<file path="config.mk">
export PLATFORM = sky130hd
export DESIGN_NAME = htg_top
export DESIGN_NICKNAME = d
export VERILOG_FILES = /design/src/logic/htg_pkg.sv /design/src/logic/htg_stm_if.sv /design/src/logic/htg_tag_ins.sv /design/src/logic/htg_tag_strip.sv /design/src/logic/htg_top.sv
export SDC_FILE = /design/constraint.sdc
export NUM_CORES = 1
export LEC_CHECK = 0
export BUFFER_PORTS_ARGS = -buffer_cell sky130_fd_sc_hd__buf_2
export CAP_MARGIN = 20
export CORE_MARGIN = 4
export CORE_UTILIZATION = 45
export DETAILED_ROUTE_END_ITERATION = 6
export PLACE_DENSITY = 0.65
export SETUP_SLACK_MARGIN = 0.05
export SYNTH_ARGS = -nofsm -noshare
export SYNTH_HDL_FRONTEND = slang
export SYNTH_HIERARCHICAL = 1
export SYNTH_SLANG_ARGS = --single-unit
</file>
<file path="constraint.sdc">
create_clock -name i_clk -period 5.9 [get_ports i_clk]
set_clock_uncertainty 0.15 [all_clocks]
set_input_delay 0.885 -clock i_clk [delete_from_list [all_inputs] [get_ports i_clk]]
set_output_delay 0.885 -clock i_clk [all_outputs]
set_load 0.01 [all_outputs]
</file>
<file path="src/logic/htg_pkg.sv">
// constants and types shared by the host port tail tag block
//==============================================================================
// Contract
// - discarding port: tx 0, rx 0, learning off; carries and learns nothing (code still traps its IGMP and MLD frames to the host port)
// - flush of a port's table entries only while its learning is off
// - discarding port may still pass static override frames to host only
// - learning state learns addresses, forwards only to and from host
// - forwarding state forwards and receives normally, learning on
// - three-bit tree index picks one of eight trees, state held per tree
// - tag bytes sit after payload, just before the four FCS bytes
// - with tagging on, each frame to host gains one ingress tag byte
// - receive tag bit 7 set when a timestamp precedes the tag
// - receive tag bits 2:0 give ingress port minus one; 6:3 reserved
// - two-byte transmit tag is stripped before frames leave any port
// - transmit tag bit 10 set: bits 9:0 ignored, normal lookup used
// - transmit tag bit 9 set: selected ports send despite tx disable
// - with multiple queues, transmit tag bits 8:7 give priority 0 to 3
// - lookup clear: bits 6:0 are egress mask for ports 1 to 7
// - tag insertion and removal only on host port, others untagged
// - tagging off after reset; per-port tag enable bit makes host port
// - IGMP frames trapped and sent to host port only
// - MLD frames trapped and sent to host port only
// - programmed multicast groups go only to subscribed ports
package htg_pkg;
  //============================================================================
  // sizes
  localparam int NPORT   = 7;
  localparam int NTREE   = 8;
  localparam int ST_W    = 3;
  localparam int FCS_LEN = 4;
  localparam int TT_LEN  = 2;
  // per tree state field: tx enable, rx enable, learning disable
  localparam int ST_TX = 0;
  localparam int ST_RX = 1;
  localparam int ST_LD = 2;
  localparam logic [23:0] ST_RST = 24'h6DB6DB; // every tree forwarding
  //============================================================================
  // register map
  localparam logic [15:0] A_GCTRL  = 16'h0000;
  localparam logic [15:0] A_FLUSH  = 16'h0004;
  localparam logic [15:0] A_STAT   = 16'h0008;
  localparam logic [11:0] A_POPCTL = 12'h020; // port n at n in bits 15:12
  localparam logic [11:0] A_PSTP   = 12'h034;
  localparam int GC_MQ       = 0;
  localparam int POP_TAGEN   = 2;
  localparam int FL_TREE_LO  = 3;
  localparam int SA_REFUSED  = 4;
  localparam int HTRANS_ACT  = 1;
  //============================================================================
  // tag fields
  localparam int TT_LOOKUP = 10;
  localparam int TT_OVR    = 9;
  localparam int TT_PRIO   = 7;
  localparam int RT_PTP    = 7;
  typedef logic [NPORT-1:0] htg_pmask_t;
  typedef logic [NPORT-1:0][NTREE*ST_W-1:0] htg_stp_t;
endpackage

</file>
<file path="src/logic/htg_stm_if.sv">
// byte stream carrier between the block's own modules
interface htg_stm_if;
  logic [7:0] data;
  logic       valid;
  logic       ready;
  logic       last;
  modport src (output data, output valid, output last, input ready);
  modport snk (input data, input valid, input last, output ready);
endinterface

</file>
<file path="src/logic/htg_tag_ins.sv">
// receive tag inserter on the frame stream toward the host
module htg_tag_ins (
  input  wire logic       i_clk,
  input  wire logic       i_rst,
  input  wire logic       i_en,
  input  wire logic [2:0] i_port,
  input  wire logic       i_ptp,
  htg_stm_if.snk          s_in,
  htg_stm_if.src          s_out
);
  localparam int HOLD = htg_pkg::FCS_LEN;
  typedef enum logic [1:0] {FILL, TAG, DRAIN} htg_ins_st_t;
  typedef struct packed {
    htg_ins_st_t          st;
    logic [HOLD-1:0][7:0] hold;
    logic [2:0]           cnt;
    logic                 sof;
    logic [7:0]           tag;
  } htg_ins_t;
  htg_ins_t q;
  htg_ins_t d;

  //============================================================================
  // last four bytes held back so the tag lands before the FCS
  always_comb begin
    d = q;
    s_in.ready = 1'b0;
    s_out.valid = 1'b0;
    s_out.data = q.hold[0];
    s_out.last = 1'b0;
    case (q.st)
      FILL: begin
        s_in.ready = (q.cnt < 3'(HOLD)) || s_out.ready;
        s_out.valid = s_in.valid && (q.cnt == 3'(HOLD));
      end
      TAG: begin
        s_out.valid = 1'b1;
        s_out.data = q.tag;
        if (s_out.ready) d.st = DRAIN;
      end
      DRAIN: begin
        s_out.valid = q.cnt != 3'h0;
        s_out.last = q.cnt == 3'h1;
      end
      default: ;
    endcase
    if (s_out.valid && s_out.ready && q.st != TAG) begin
      d.hold = {8'h00, q.hold[HOLD-1:1]};
      d.cnt = q.cnt - 3'h1;
    end
    if (s_in.valid && s_in.ready) begin
      d.hold[d.cnt[1:0]] = s_in.data;
      d.cnt = d.cnt + 3'h1;
      d.sof = s_in.last;
      if (q.sof) d.tag = {i_ptp, 4'h0, i_port};
      if (s_in.last) d.st = i_en ? TAG : DRAIN;
    end
    if (q.st == DRAIN && d.cnt == 3'h0) d.st = FILL;
  end

  always_ff @(posedge i_clk) begin
    if (i_rst) begin
      q <= '0;
      q.st <= FILL;
      q.sof <= 1'b1;
    end else begin
      q <= d;
    end
  end

  a_tag_format : assert property (
    @(posedge i_clk) disable iff (i_rst)
    (q.st == TAG && s_out.valid && s_out.ready)
    |-> s_out.data[6:3] == 4'h0 && s_out.data[2:0] != 3'h7 ##1 q.st == DRAIN)
    else $error("receive tag malformed or not followed by fcs");
endmodule // htg_tag_ins

</file>
<file path="src/logic/htg_tag_strip.sv">
// transmit tag stripper on the frame stream from the host
module htg_tag_strip (
  input  wire logic        i_clk,
  input  wire logic        i_rst,
  input  wire logic        i_en,
  output logic [15:0]      o_tag,
  output logic             o_tag_vld,
  htg_stm_if.snk           s_in,
  htg_stm_if.src           s_out
);
  localparam int HOLD = htg_pkg::FCS_LEN + htg_pkg::TT_LEN;
  typedef enum logic [1:0] {FILL, DRAIN} htg_str_st_t;
  typedef struct packed {
    htg_str_st_t          st;
    logic [HOLD-1:0][7:0] hold;
    logic [2:0]           cnt;
    logic [15:0]          tag;
    logic                 tvld;
  } htg_str_t;
  htg_str_t q;
  htg_str_t d;

  assign o_tag = q.tag;
  assign o_tag_vld = q.tvld;

  //============================================================================
  // six bytes held back; at frame end the two tag bytes are taken out
  always_comb begin
    d = q;
    d.tvld = 1'b0;
    s_in.ready = 1'b0;
    s_out.valid = 1'b0;
    s_out.data = q.hold[0];
    s_out.last = 1'b0;
    case (q.st)
      FILL: begin
        s_in.ready = (q.cnt < 3'(HOLD)) || s_out.ready;
        s_out.valid = s_in.valid && (q.cnt == 3'(HOLD));
      end
      DRAIN: begin
        s_out.valid = q.cnt != 3'h0;
        s_out.last = q.cnt == 3'h1;
      end
      default: ;
    endcase
    if (s_out.valid && s_out.ready) begin
      d.hold = {8'h00, q.hold[HOLD-1:1]};
      d.cnt = q.cnt - 3'h1;
    end
    if (s_in.valid && s_in.ready) begin
      d.hold[d.cnt] = s_in.data;
      d.cnt = d.cnt + 3'h1;
      if (s_in.last) begin
        d.st = DRAIN;
        // tag is the two bytes ahead of the fcs
        if (i_en && d.cnt >= 3'(HOLD)) begin
          d.tag = {d.hold[0], d.hold[1]};
          d.hold = {16'h0000, d.hold[HOLD-1:2]};
          d.cnt = d.cnt - 3'h2;
          d.tvld = 1'b1;
        end
      end
    end
    if (q.st == DRAIN && d.cnt == 3'h0) d.st = FILL;
  end

  always_ff @(posedge i_clk) begin
    if (i_rst) begin
      q <= '0;
      q.st <= FILL;
    end else begin
      q <= d;
    end
  end

  a_strip_fcs : assert property (
    @(posedge i_clk) disable iff (i_rst)
    $rose(q.tvld) |-> q.st == DRAIN && q.cnt <= 3'(htg_pkg::FCS_LEN))
    else $error("tag bytes left in the outgoing frame");
endmodule // htg_tag_strip

</file>
<file path="src/logic/htg_top.sv">
// host port tail tag framing and per-tree port state gating
module htg_top (
  input  wire logic        i_clk,
  input  wire logic        i_rst,
  input  wire logic        i_hsel,
  input  wire logic [31:0] i_haddr,
  input  wire logic [1:0]  i_htrans,
  input  wire logic        i_hwrite,
  input  wire logic [2:0]  i_hsize,
  input  wire logic [31:0] i_hwdata,
  input  wire logic        i_hready,
  output logic [31:0]      o_hrdata,
  output logic             o_hreadyout,
  output logic             o_hresp,
  input  wire logic        i_fwd_valid,
  input  wire logic [2:0]  i_fwd_port,
  input  wire logic [2:0]  i_fwd_tree,
  input  wire logic [6:0]  i_fwd_mask,
  input  wire logic        i_fwd_static_ovr,
  input  wire logic        i_fwd_igmp,
  input  wire logic        i_fwd_mld,
  output logic             o_fwd_valid,
  output logic [6:0]       o_fwd_mask,
  output logic             o_fwd_learn,
  output logic             o_flush,
  output logic [2:0]       o_flush_port,
  output logic [2:0]       o_flush_tree,
  input  wire logic [7:0]  i_hrx_data,
  input  wire logic        i_hrx_valid,
  input  wire logic        i_hrx_last,
  input  wire logic [2:0]  i_hrx_port,
  input  wire logic        i_hrx_ptp,
  output logic             o_hrx_ready,
  output logic [7:0]       o_hmac_tx_data,
  output logic             o_hmac_tx_valid,
  output logic             o_hmac_tx_last,
  input  wire logic        i_hmac_tx_ready,
  input  wire logic [7:0]  i_hmac_rx_data,
  input  wire logic        i_hmac_rx_valid,
  input  wire logic        i_hmac_rx_last,
  output logic             o_hmac_rx_ready,
  output logic [7:0]       o_htx_data,
  output logic             o_htx_valid,
  output logic             o_htx_last,
  input  wire logic        i_htx_ready,
  input  wire logic [2:0]  i_htx_tree,
  output logic             o_htx_dec_valid,
  output logic [6:0]       o_htx_mask,
  output logic [1:0]       o_htx_prio,
  output logic             o_htx_lookup,
  output logic             o_htx_ovr
);
  typedef struct packed {
    logic                mq;
    htg_pkg::htg_pmask_t tag_en;
    htg_pkg::htg_stp_t   stp;
    logic                refused;
    logic                wr;
    logic                rd;
    logic                rd_done;
    logic [15:0]         addr;
    logic [31:0]         rdata;
    logic                fwd_vld;
    logic [6:0]          fwd_mask;
    logic                fwd_learn;
    logic                dec_vld;
    logic [6:0]          dec_mask;
    logic [1:0]          dec_prio;
    logic                dec_lookup;
    logic                dec_ovr;
    logic                flush;
    logic [2:0]          flush_port;
    logic [2:0]          flush_tree;
  } htg_top_t;
  htg_top_t q;
  htg_top_t d;

  //============================================================================
  // helpers
  function automatic logic [2:0] st_of(input htg_pkg::htg_stp_t s, input logic [2:0] p,
                                       input logic [2:0] t);
    st_of = s[p][int'(t) * htg_pkg::ST_W +: htg_pkg::ST_W];
  endfunction

  function automatic logic [6:0] txv_of(input htg_pkg::htg_stp_t s, input logic [2:0] t);
    for (int p = 0; p < htg_pkg::NPORT; p++) begin
      txv_of[p] = s[p][int'(t) * htg_pkg::ST_W + htg_pkg::ST_TX];
    end
  endfunction

  function automatic logic [6:0] onehot(input logic [2:0] p);
    onehot = 7'h01 << p;
  endfunction

  // lowest enabled port wins should software set more than one
  function automatic logic [3:0] host_of(input logic [6:0] en);
    host_of = 4'h0;
    for (int p = htg_pkg::NPORT - 1; p >= 0; p--) begin
      if (en[p]) host_of = {1'b1, 3'(p)};
    end
  endfunction

  function automatic logic is_preg(input logic [15:0] a, input logic [11:0] off);
    is_preg = !a[15] && a[14:12] != 3'h0 && a[11:0] == off;
  endfunction

  function automatic logic [2:0] pidx(input logic [15:0] a);
    pidx = a[14:12] - 3'h1;
  endfunction

  //============================================================================
  // derived state
  logic       hvld;
  logic [2:0] hidx;
  logic [6:0] hmask;
  logic [2:0] src_st;
  logic [6:0] src_oh;
  logic [6:0] fwd_txv;
  logic       from_host;
  logic [2:0] fl_p;
  logic [2:0] fl_t;
  logic [2:0] fl_st;
  logic [15:0] ttag;
  logic        tvld;
  logic [6:0]  m_fwd;
  logic [6:0]  m_dec;

  assign {hvld, hidx} = host_of(q.tag_en);
  assign hmask = hvld ? onehot(hidx) : 7'h00;
  assign src_st = st_of(q.stp, i_fwd_port, i_fwd_tree);
  assign src_oh = onehot(i_fwd_port);
  assign fwd_txv = txv_of(q.stp, i_fwd_tree);
  assign from_host = hvld && i_fwd_port == hidx;
  localparam int FL_TREE_END = htg_pkg::FL_TREE_LO + 2;
  assign fl_p = i_hwdata[2:0];
  assign fl_t = i_hwdata[FL_TREE_END:htg_pkg::FL_TREE_LO];
  assign fl_st = st_of(q.stp, fl_p, fl_t);

  //============================================================================
  // streams toward and from the host port
  htg_stm_if ins_in ();
  htg_stm_if ins_out ();
  htg_stm_if str_in ();
  htg_stm_if str_out ();

  assign ins_in.data = i_hrx_data;
  assign ins_in.valid = i_hrx_valid;
  assign ins_in.last = i_hrx_last;
  assign o_hrx_ready = ins_in.ready;
  assign o_hmac_tx_data = ins_out.data;
  assign o_hmac_tx_valid = ins_out.valid;
  assign o_hmac_tx_last = ins_out.last;
  assign ins_out.ready = i_hmac_tx_ready;
  assign str_in.data = i_hmac_rx_data;
  assign str_in.valid = i_hmac_rx_valid;
  assign str_in.last = i_hmac_rx_last;
  assign o_hmac_rx_ready = str_in.ready;
  assign o_htx_data = str_out.data;
  assign o_htx_valid = str_out.valid;
  assign o_htx_last = str_out.last;
  assign str_out.ready = i_htx_ready;

  // tagging only while some port is the host port
  htg_tag_ins u_ins (
    .i_clk  (i_clk),
    .i_rst  (i_rst),
    .i_en   (hvld),
    .i_port (i_hrx_port),
    .i_ptp  (i_hrx_ptp),
    .s_in   (ins_in),
    .s_out  (ins_out)
  );

  htg_tag_strip u_strip (
    .i_clk     (i_clk),
    .i_rst     (i_rst),
    .i_en      (hvld),
    .o_tag     (ttag),
    .o_tag_vld (tvld),
    .s_in      (str_in),
    .s_out     (str_out)
  );

  //============================================================================
  // outputs
  assign o_hrdata = q.rdata;
  assign o_hreadyout = !(q.rd && !q.rd_done);
  assign o_hresp = 1'b0;
  assign o_fwd_valid = q.fwd_vld;
  assign o_fwd_mask = q.fwd_mask;
  assign o_fwd_learn = q.fwd_learn;
  assign o_flush = q.flush;
  assign o_flush_port = q.flush_port;
  assign o_flush_tree = q.flush_tree;
  assign o_htx_dec_valid = q.dec_vld;
  assign o_htx_mask = q.dec_mask;
  assign o_htx_prio = q.dec_prio;
  assign o_htx_lookup = q.dec_lookup;
  assign o_htx_ovr = q.dec_ovr;

  //============================================================================
  // register bus, ingress gating and transmit tag decode
  always_comb begin
    d = q;
    d.flush = 1'b0;
    d.fwd_vld = 1'b0;
    d.dec_vld = 1'b0;
    m_fwd = 7'h00;
    m_dec = 7'h00;
    // read takes one wait cycle so a write just before it has landed
    if (q.rd && !q.rd_done) begin
      d.rd_done = 1'b1;
      d.rdata = 32'h0000_0000;
      if (q.addr == htg_pkg::A_GCTRL) d.rdata[htg_pkg::GC_MQ] = q.mq;
      else if (q.addr == htg_pkg::A_STAT) d.rdata[htg_pkg::SA_REFUSED:0] = {q.refused, hvld, hidx};
      else if (is_preg(q.addr, htg_pkg::A_POPCTL))
        d.rdata[htg_pkg::POP_TAGEN] = q.tag_en[pidx(q.addr)];
      else if (is_preg(q.addr, htg_pkg::A_PSTP)) d.rdata[23:0] = q.stp[pidx(q.addr)];
    end
    if (q.rd && q.rd_done) d.rd = 1'b0;
    if (q.wr) begin
      d.wr = 1'b0;
      if (q.addr == htg_pkg::A_GCTRL) d.mq = i_hwdata[htg_pkg::GC_MQ];
      else if (q.addr == htg_pkg::A_FLUSH) begin
        // flush only allowed while learning is off in that tree
        if (fl_p != 3'h7 && fl_st[htg_pkg::ST_LD]) begin
          d.flush = 1'b1;
          d.flush_port = fl_p;
          d.flush_tree = fl_t;
          d.refused = 1'b0;
        end else begin
          d.refused = 1'b1;
        end
      end
      else if (is_preg(q.addr, htg_pkg::A_POPCTL))
        d.tag_en[pidx(q.addr)] = i_hwdata[htg_pkg::POP_TAGEN];
      else if (is_preg(q.addr, htg_pkg::A_PSTP)) d.stp[pidx(q.addr)] = i_hwdata[23:0];
    end
    if (i_hsel && i_htrans[htg_pkg::HTRANS_ACT] && i_hready) begin
      d.addr = i_haddr[15:0];
      d.wr = i_hwrite;
      d.rd = !i_hwrite;
      d.rd_done = 1'b0;
    end
    // ingress forwarding gated by the source port state in its tree
    if (i_fwd_valid) begin
      m_fwd = i_fwd_mask & ~src_oh;
      if (i_fwd_igmp || i_fwd_mld) m_fwd = hmask & ~src_oh;
      else if (!from_host && !src_st[htg_pkg::ST_RX]) begin
        if (src_st[htg_pkg::ST_LD] && !i_fwd_static_ovr) m_fwd = 7'h00;
        else m_fwd = m_fwd & hmask;
      end
      m_fwd = m_fwd & (fwd_txv | hmask);
      if (i_fwd_port == 3'h7) m_fwd = 7'h00;
      d.fwd_vld = 1'b1;
      d.fwd_mask = m_fwd;
      d.fwd_learn = !src_st[htg_pkg::ST_LD] && i_fwd_port != 3'h7;
    end
    // host frame tag decode, reserved bits 15:11 never looked at
    if (tvld) begin
      d.dec_vld = 1'b1;
      if (ttag[htg_pkg::TT_LOOKUP]) begin
        d.dec_lookup = 1'b1;
        d.dec_ovr = 1'b0;
        d.dec_prio = 2'h0;
        d.dec_mask = 7'h00;
      end else begin
        m_dec = ttag[6:0] & ~hmask;
        if (!ttag[htg_pkg::TT_OVR]) m_dec = m_dec & txv_of(q.stp, i_htx_tree);
        d.dec_lookup = 1'b0;
        d.dec_ovr = ttag[htg_pkg::TT_OVR];
        d.dec_prio = q.mq ? ttag[htg_pkg::TT_PRIO +: 2] : 2'h0;
        d.dec_mask = m_dec;
      end
    end
  end

  always_ff @(posedge i_clk) begin
    if (i_rst) begin
      q <= '0;
      q.stp <= {htg_pkg::NPORT{htg_pkg::ST_RST}};
    end else begin
      q <= d;
    end
  end

  //============================================================================
  // checks
  a_discard_drop : assert property (
    @(posedge i_clk) disable iff (i_rst)
    i_fwd_valid && !from_host && !src_st[htg_pkg::ST_RX] && src_st[htg_pkg::ST_LD]
      && !i_fwd_static_ovr && !i_fwd_igmp && !i_fwd_mld
    |=> o_fwd_valid && o_fwd_mask == 7'h00 && !o_fwd_learn)
    else $error("discarding port forwarded or learned");

  a_discard_ovr : assert property (
    @(posedge i_clk) disable iff (i_rst)
    i_fwd_valid && !from_host && !src_st[htg_pkg::ST_RX] && i_fwd_static_ovr
    |=> (o_fwd_mask & ~$past(hmask)) == 7'h00)
    else $error("override frame sent beyond the host port");

  a_learn_host : assert property (
    @(posedge i_clk) disable iff (i_rst)
    i_fwd_valid && !from_host && !src_st[htg_pkg::ST_RX] && !src_st[htg_pkg::ST_LD]
      && i_fwd_port != 3'h7
    |=> o_fwd_learn && (o_fwd_mask & ~$past(hmask)) == 7'h00)
    else $error("learning port forwarded user traffic or did not learn");

  a_fwd_normal : assert property (
    @(posedge i_clk) disable iff (i_rst)
    i_fwd_valid && !from_host && src_st == 3'h3 && !i_fwd_igmp && !i_fwd_mld
      && (fwd_txv | hmask) == 7'h7F && i_fwd_port != 3'h7
    |=> o_fwd_learn && o_fwd_mask == ($past(i_fwd_mask) & ~$past(src_oh)))
    else $error("forwarding port did not forward normally");

  a_trap_host : assert property (
    @(posedge i_clk) disable iff (i_rst)
    i_fwd_valid && (i_fwd_igmp || i_fwd_mld) |=> (o_fwd_mask & ~$past(hmask)) == 7'h00)
    else $error("trapped group frame left a non host port");

  a_flush_gate : assert property (
    @(posedge i_clk) disable iff (i_rst)
    q.wr && q.addr == htg_pkg::A_FLUSH && !fl_st[htg_pkg::ST_LD] |=> !o_flush && q.refused)
    else $error("flush issued while learning enabled");

  a_lookup_ign : assert property (
    @(posedge i_clk) disable iff (i_rst)
    tvld && ttag[htg_pkg::TT_LOOKUP]
    |=> o_htx_dec_valid && o_htx_lookup && o_htx_mask == 7'h00 && !o_htx_ovr)
    else $error("lookup tag did not defer to normal forwarding");

  a_ovr_pass : assert property (
    @(posedge i_clk) disable iff (i_rst)
    tvld && !ttag[htg_pkg::TT_LOOKUP] && ttag[htg_pkg::TT_OVR]
    |=> o_htx_ovr && o_htx_mask == ($past(ttag[6:0]) & ~$past(hmask)))
    else $error("override tag did not bypass transmit blocking");

  a_prio_sel : assert property (
    @(posedge i_clk) disable iff (i_rst)
    tvld && !ttag[htg_pkg::TT_LOOKUP]
    |=> o_htx_prio == ($past(q.mq) ? $past(ttag[8:7]) : 2'h0))
    else $error("egress priority not taken from tag");

  a_tag_reset : assert property (
    @(posedge i_clk) disable iff (i_rst)
    $past(i_rst) |-> !hvld ##1 (!hvld || $past(q.wr)))
    else $error("tagging enabled out of reset");
endmodule // htg_top

</file>
---- After elaboration in Yosys (flattened, before gate mapping) ----
Cells that the tools add are included.
storage, ports and cells
  register bits after elaboration ......... 359
  bits of input ports ..................... 120
  output and inout port bits .............. 84
  word-level logic and storage cells ...... 269
cells by class
  add/subtract/negate cells ............... 6
  multiply operators ...................... 3
  $lt $le $gt $ge ......................... 13
  equal/unequal tests ..................... 15
  shift operators ......................... 4
  muxes and demuxes ....................... 111
  bitwise logic cells ..................... 15
  reduce and logical (&&, ||, !) cells .... 58
operators by type and width
  operator                                         number
  binary-select mux 24 bit (select 3 bit)          3
  2-to-1 mux 68 bit                                3
  bitwise mux 168 bit                              1
  2-to-1 mux 24 bit                                5
  demux 24 bit (select 3 bit)                      1
  binary-select mux 1 bit (select 5 bit)           14
  2-to-1 mux 7 bit                                 8
  2-to-1 mux 51 bit                                1
  bitwise mux 48 bit                               1
  2-to-1 mux 46 bit                                1
  AND 7 bit                                        6
  2-to-1 mux 1 bit                                 39
  2-to-1 mux 19 bit                                2
  2-to-1 mux 35 bit                                1
  bitwise mux 32 bit                               1
  2-to-1 mux 8 bit                                 4
  indexed part select 24 x 32 -> 3 bit             1
  2-to-1 mux 4 bit                                 7
  logical AND 1 bit                                25
  demux 8 bit (select 3 bit)                       1
  == test 12 x 6 -> 1 bit (second input constant)  2
  indexed part select 24 x 6 -> 3 bit              1
  2-to-1 mux 23 bit                                1
  2-to-1 mux 21 bit                                1
  other kinds (49)                                 95

---- Depth between registers and ports, before layout ----
  depth in word-level cells ............... 17
  mapped depth ............................ 18
  gate-level depth less buffers ........... 14

---- Modules after synthesis ----
The synthesis kept the hierarchy.
modules (own cells, without submodules)
  module         times used  cells each  area an instance (µm²)  seq. area each (µm²)
  htg_top        1           1755        15645.0                 4964.8
  htg_tag_strip  1           490         4197.8                  1381.3
  htg_tag_ins    1           246         2222.1                  840.8

---- Least setup slack after synthesis ----
No wires, ideal clock.
  kind .................................... input -> register
  start point ............................. input port i_hmac_rx_valid
  end point ............................... register u_strip/q[68] (netlist bit)
  library setup time ...................... 81 ps
  arrival ................................. 4173 ps
  required time ........................... 5669 ps
  setup slack ............................. 1496 ps
  stages on the path ...................... 14
  buffers on the path ..................... 4
  path through ............................ a31o_2 nand3_1 buf_2 buf_2 buf_1 o21ai_0 ha_1 xor2_1 ha_1 or4_4 and3_1 buf_2 a311o_1 a41oi_1
between the ends
  cells in the longest elaborated chain, start to end .. 13
  elaborated cells on any way between the ends .. 16
  those cells by class .................... add/sub (2); order compare (1); mux (5); reduce/logical (8)
RTL lines
  what                                RTL line             text
  from (decl)                         htg_top.sv:39        input wire logic i_hmac_rx_valid,
  logical AND 1 bit                   htg_tag_strip.sv:38  s_out.valid = s_in.valid && (q.cnt == 3'(HOLD));
  one-hot mux 1 bit (2 select lines)  htg_tag_strip.sv:35  case (q.st)
  logical AND 1 bit                   htg_tag_strip.sv:46  if (s_out.valid && s_out.ready) begin
  2-to-1 mux 51 bit                   htg_tag_strip.sv:46
  adder 3 x 1 -> 3 bit                htg_tag_strip.sv:52  d.cnt = d.cnt + 3'h1;
  >= comparator 3 bit                 htg_tag_strip.sv:56  if (i_en && d.cnt >= 3'(HOLD)) begin
  logical AND 1 bit                   htg_tag_strip.sv:56
  2-to-1 mux 68 bit                   htg_tag_strip.sv:56
  2-to-1 mux 68 bit                   htg_tag_strip.sv:53  if (s_in.last) begin
  2-to-1 mux 68 bit                   htg_tag_strip.sv:50  if (s_in.valid && s_in.ready) begin
  logical NOT 3 bit                   htg_tag_strip.sv:64  if (q.st == DRAIN && d.cnt == 3'h0) d.st = FILL;
  logical AND 1 bit                   htg_tag_strip.sv:64
  OR reduction 2 bit (no line)        -
  to (decl)                           htg_tag_strip.sv:20  htg_str_t q;
Parallel ways exist; a longest one is shown, timed or not.
A chain may end at the register's enable or synchronous reset.

---- Final worst setup path ----
  start point ............................. register u_strip/q[17] (netlist bit)
  end point ............................... register u_strip/q[43] (netlist bit)
between the ends
  cells in the longest elaborated chain, start to end .. 13
  elaborated cells on any way between the ends .. 23
  those cells by class .................... add/sub (2); order compare (4); eq/ne (1); mux (9); reduce/logical (7)
RTL lines
  what                                                                                                       RTL line             text
  == test 3 bit                                                                                              htg_tag_strip.sv:38
  logical AND 1 bit                                                                                          htg_tag_strip.sv:38
  one-hot mux 1 bit (2 select lines)                                                                         htg_tag_strip.sv:35
  logical AND 1 bit                                                                                          htg_tag_strip.sv:46
  2-to-1 mux 51 bit                                                                                          htg_tag_strip.sv:46
  less-than comparator 3 x 4 -> 1 bit (implied by the code) or >= comparator 3 x 1 -> 1 bit (tied branches)  htg_tag_strip.sv:51  d.hold[d.cnt] = s_in.data;
  logical AND 1 bit (implied by the code)                                                                    htg_tag_strip.sv:51
  2-to-1 mux 8 bit (implied by the code)                                                                     htg_tag_strip.sv:51
  demux 8 bit (select 3 bit)                                                                                 -
  bitwise mux 48 bit                                                                                         htg_tag_strip.sv:51
  2-to-1 mux 68 bit                                                                                          htg_tag_strip.sv:56
  2-to-1 mux 68 bit                                                                                          htg_tag_strip.sv:53
  2-to-1 mux 68 bit *                                                                                        htg_tag_strip.sv:50
Every way passes the cells marked *; elsewhere a longest branch is shown, timed or not.

==> qor.csv <==
stage,metric,value,unit
place,hpwl dp,56700,µm
drt,routed len/inst,25.8,µm
timing,Worst slew margin,20.0,%
critical_path,CP Buf/Inv Count,3,
timing,total count of hold-check failures in the final report,0,
global_route,initial antenna violation count,3,
drt,drt total wl,80400,µm
critical_path,cell with the largest stage delay on the worst path,sky130_fd_sc_hd__or4_4,
drt,vias per std cell,6.40,
drt,number of DRC markers after the initial detailed-route iteration,2198,
cells_and_area,fill cell total of the finished layout,4509,
min_path,Hold Path Origin,q[77],
cells_and_area,share of post-route cells with drive strength above 1,22.0,%
floorplanning,full die area,0.0522,mm²
clocking,H-tree depth reported by CTS,2,
timing,fin crit period,4.38,ns
min_path,worst min path class,register to register,
timing,Peak Freq,229,MHz
floorplanning,starting utilization of the core area,45.7,%
drt,detailed-routing iteration count for the pre-antenna-repair pass,6,
synthesis,YS warnings,6,
critical_path,Setup crit start kind,register,
clocking,number of clock sinks,354,
drt,number of nets still failing antenna checks after routing,0,
timing,Final Slew Violations,0,
power_and_ir_drop,leakage component of the power,9.53,nW
synthesis,Mapped Area,0.0219,mm²
place,last weighted congestion value of the routability-driven placer,1.01,
clocking,total setup buffers inserted after CTS,0,
timing,Total Neg Setup Slack,0,ns
power_and_ir_drop,largest voltage drop on the vdd net,224,µV
critical_path,cell-by-cell listing of the critical path,inv_1 > ha_1 > nand2b_1 > nand3_2 > xnor2_1 > inv_1 > ha_1 > xor2_1 > ha_1 > or4_4 > nand3_1 > nand2_1 > buf_4 > o221a_2,
drt,DRC viols,0,
floorplanning,num ports,204,
clocking,number of instances resized during post-cts repair,0,
place,post-place instance area,0.0226,mm²
timing,setup repair after global routing missed its margin,no,
floorplanning,die width,228,µm
place,buffers added on ports,166,
critical_path,crit path max fanout,15,
clocking,TritonCTS clock tree,built,
critical_path,Worst Setup Path Type,register to register,
critical_path,critical path capture point type,register,
critical_path,required time of the worst setup path,6.21,ns
critical_path,Most Frequent Cell on Critical Path,sky130_fd_sc_hd__ha_1,
critical_path,critical path arrival,4.69,ns
power_and_ir_drop,total power,6.65,mW
floorplanning,floorplan die height,228,µm
timing,final number of setup-violating endpoints,0,
global_route,largest net degree at the start of global routing,124,
critical_path,cell family with most CP delay,simple AND/OR/NAND/NOR gates,
cells_and_area,area overhead of the layout relative to synthesis,9.85,%
synthesis,post-synthesis cell count,2466,
critical_path,source of the critical timing path,u_strip/q[17],
clocking,clock network latency to the later pin of the worst-skew pair,0.57,ns
global_route,GRT Total Usage,29.7,%
global_route,total congestion overflow after global routing,0,
clocking,CTS buffer count,41,
cells_and_area,Final nets,2611,
cells_and_area,cell area after layout,0.0240,mm²
timing,slew at the pin closest to its max-slew limit,1.19,ns
timing,final clock period utilization by the worst path,74.2,%
critical_path,Slowest Stage Delay on Critical Path,0.55,ns
global_route,vias in the first global route,19474,
synthesis,Mapped Avg Cell Area,8.86,µm²
clocking,clock tree root buffer cell,sky130_fd_sc_hd__clkbuf_16,
flow_run,maxcap violations,0,
drt,vias after detailed routing,19946,
floorplanning,core area,0.0478,mm²
critical_path,launch instance of the worst register-to-register path,u_strip/q[17],
clocking,Bufs on Longest Clock Path,3,
clocking,Post-CTS Hold Fix Bufs,0,
clocking,Clock Pin Slew Worst Setup and Hold Paths,0.06,ns
global_route,wire length of the first global-routing pass,121000,µm
floorplanning,row count,80,
outcome,outcome,"complete, no violations",
power_and_ir_drop,ratio of total power to cell area,277,mW/mm²
==> worst reg2reg max path: stages (launching register included) <==
cell and delay, ns:
sky130_fd_sc_hd__dfxtp_1 0.45, sky130_fd_sc_hd__inv_1 0.20, sky130_fd_sc_hd__ha_1 0.28, sky130_fd_sc_hd__nand2b_1 0.15
sky130_fd_sc_hd__nand3_2 0.16, sky130_fd_sc_hd__xnor2_1 0.32, sky130_fd_sc_hd__inv_1 0.09, sky130_fd_sc_hd__ha_1 0.27
sky130_fd_sc_hd__xor2_1 0.18, sky130_fd_sc_hd__ha_1 0.25, sky130_fd_sc_hd__or4_4 0.55, sky130_fd_sc_hd__nand3_1 0.26
sky130_fd_sc_hd__nand2_1 0.32, sky130_fd_sc_hd__buf_4 0.35, sky130_fd_sc_hd__o221a_2 0.30
==> area by class of cell <==
type	count	area [µm²]	area share, %
Clock inverter	19	164	0.683
Clock buffer	53	1180	4.93
Tap cell	615	769	3.21
Inverter	38	143	0.594
Timing Repair Buffer	233	1420	5.93
Antenna cell	2	5.00	0.0208
Multi-Input combinational cell	1803	13200	55.1
Sequential cell	354	7090	29.5
==> path summary, 6_finish.rpt <==
check                        to  slack [ns]  depth (start not counted)
setup reg to reg  u_strip/q[43]        1.52                         14
hold reg to reg           q[76]        0.29                          1
hold / removal            q[76]        0.29                          1
setup / recovery  u_strip/q[43]        1.52                         14
==> where the power goes <==
part	leakage, nW	internal [mW]	switching [mW]	total [mW]
clock	0.669	1.50	1.06	2.56
sequential	2.87	2.49	0.0699	2.56
combinational	5.99	0.621	0.901	1.52
==> cell usage in the layout (no fill, tap or decap), types with 16 or more instances in the layout <==
| cell type | n |
|---|---|
| sky130_fd_sc_hd__a22o_1 | 16 |
| sky130_fd_sc_hd__nand3_1 | 60 |
| sky130_fd_sc_hd__o22ai_1 | 25 |
| sky130_fd_sc_hd__a211o_1 | 21 |
| sky130_fd_sc_hd__nor2_1 | 128 |
| sky130_fd_sc_hd__nand2_1 | 445 |
| sky130_fd_sc_hd__a31oi_1 | 16 |
| sky130_fd_sc_hd__mux4_2 | 123 |
| sky130_fd_sc_hd__o21ai_0 | 66 |
| sky130_fd_sc_hd__buf_4 | 62 |
| sky130_fd_sc_hd__o221a_2 | 24 |
| sky130_fd_sc_hd__nand3b_1 | 98 |
| sky130_fd_sc_hd__clkbuf_16 | 43 |
| sky130_fd_sc_hd__mux2i_1 | 147 |
| sky130_fd_sc_hd__dfxtp_1 | 353 |
| sky130_fd_sc_hd__buf_2 | 165 |
| sky130_fd_sc_hd__mux2_2 | 66 |
| sky130_fd_sc_hd__a221oi_1 | 18 |
| sky130_fd_sc_hd__ha_1 | 17 |
| sky130_fd_sc_hd__inv_1 | 36 |
| sky130_fd_sc_hd__nand2b_1 | 25 |
| sky130_fd_sc_hd__a21oi_1 | 191 |
| sky130_fd_sc_hd__nor2b_1 | 37 |
| sky130_fd_sc_hd__nor3_1 | 56 |
==> metal layers <==
layer | vias to the layer above | global-route usage (%) | part of all wire (%)
met3 | 221 | 7.33 | 9.4
met4 | 2 | 14.7 | 5.5
met2 | 1028 | 47.4 | 46
li1 | 8919 | - | -
met1 | 9776 | 37.7 | 40
met5 | - | 0 | 0.0087
==> metrics by stage <==
step	instances	util [%]	setup WS, ns	hold slack, ns
2_1_floorplan	2474	-	1.50	0.270
3_3_place_gp	3038	47.1	1.51	0.278
3_5_place_dp	3040	47.2	1.44	0.282
4_1_cts	3112	50.1	1.58	0.299
5_1_grt	3115	50.2	1.25	0.321
6_report	3117	50.2	1.52	0.294
==> registers in the layout (all words and copies together), names as in the netlist <==
register / cells
q: 196
u_strip/q: 44
u_ins/q: 42
o_hrdata: 24
u_strip/o_tag: 11
u_strip/s_out.data: 8
o_fwd_mask: 7
o_htx_mask: 7
o_flush_port: 3
o_flush_tree: 3
o_htx_prio: 2
o_flush: 1
o_fwd_learn: 1
o_fwd_valid: 1
o_htx_dec_valid: 1
o_htx_lookup: 1
o_htx_ovr: 1
u_strip/o_tag_vld: 1
Note: power is estimated with default switching activity, not from simulation.
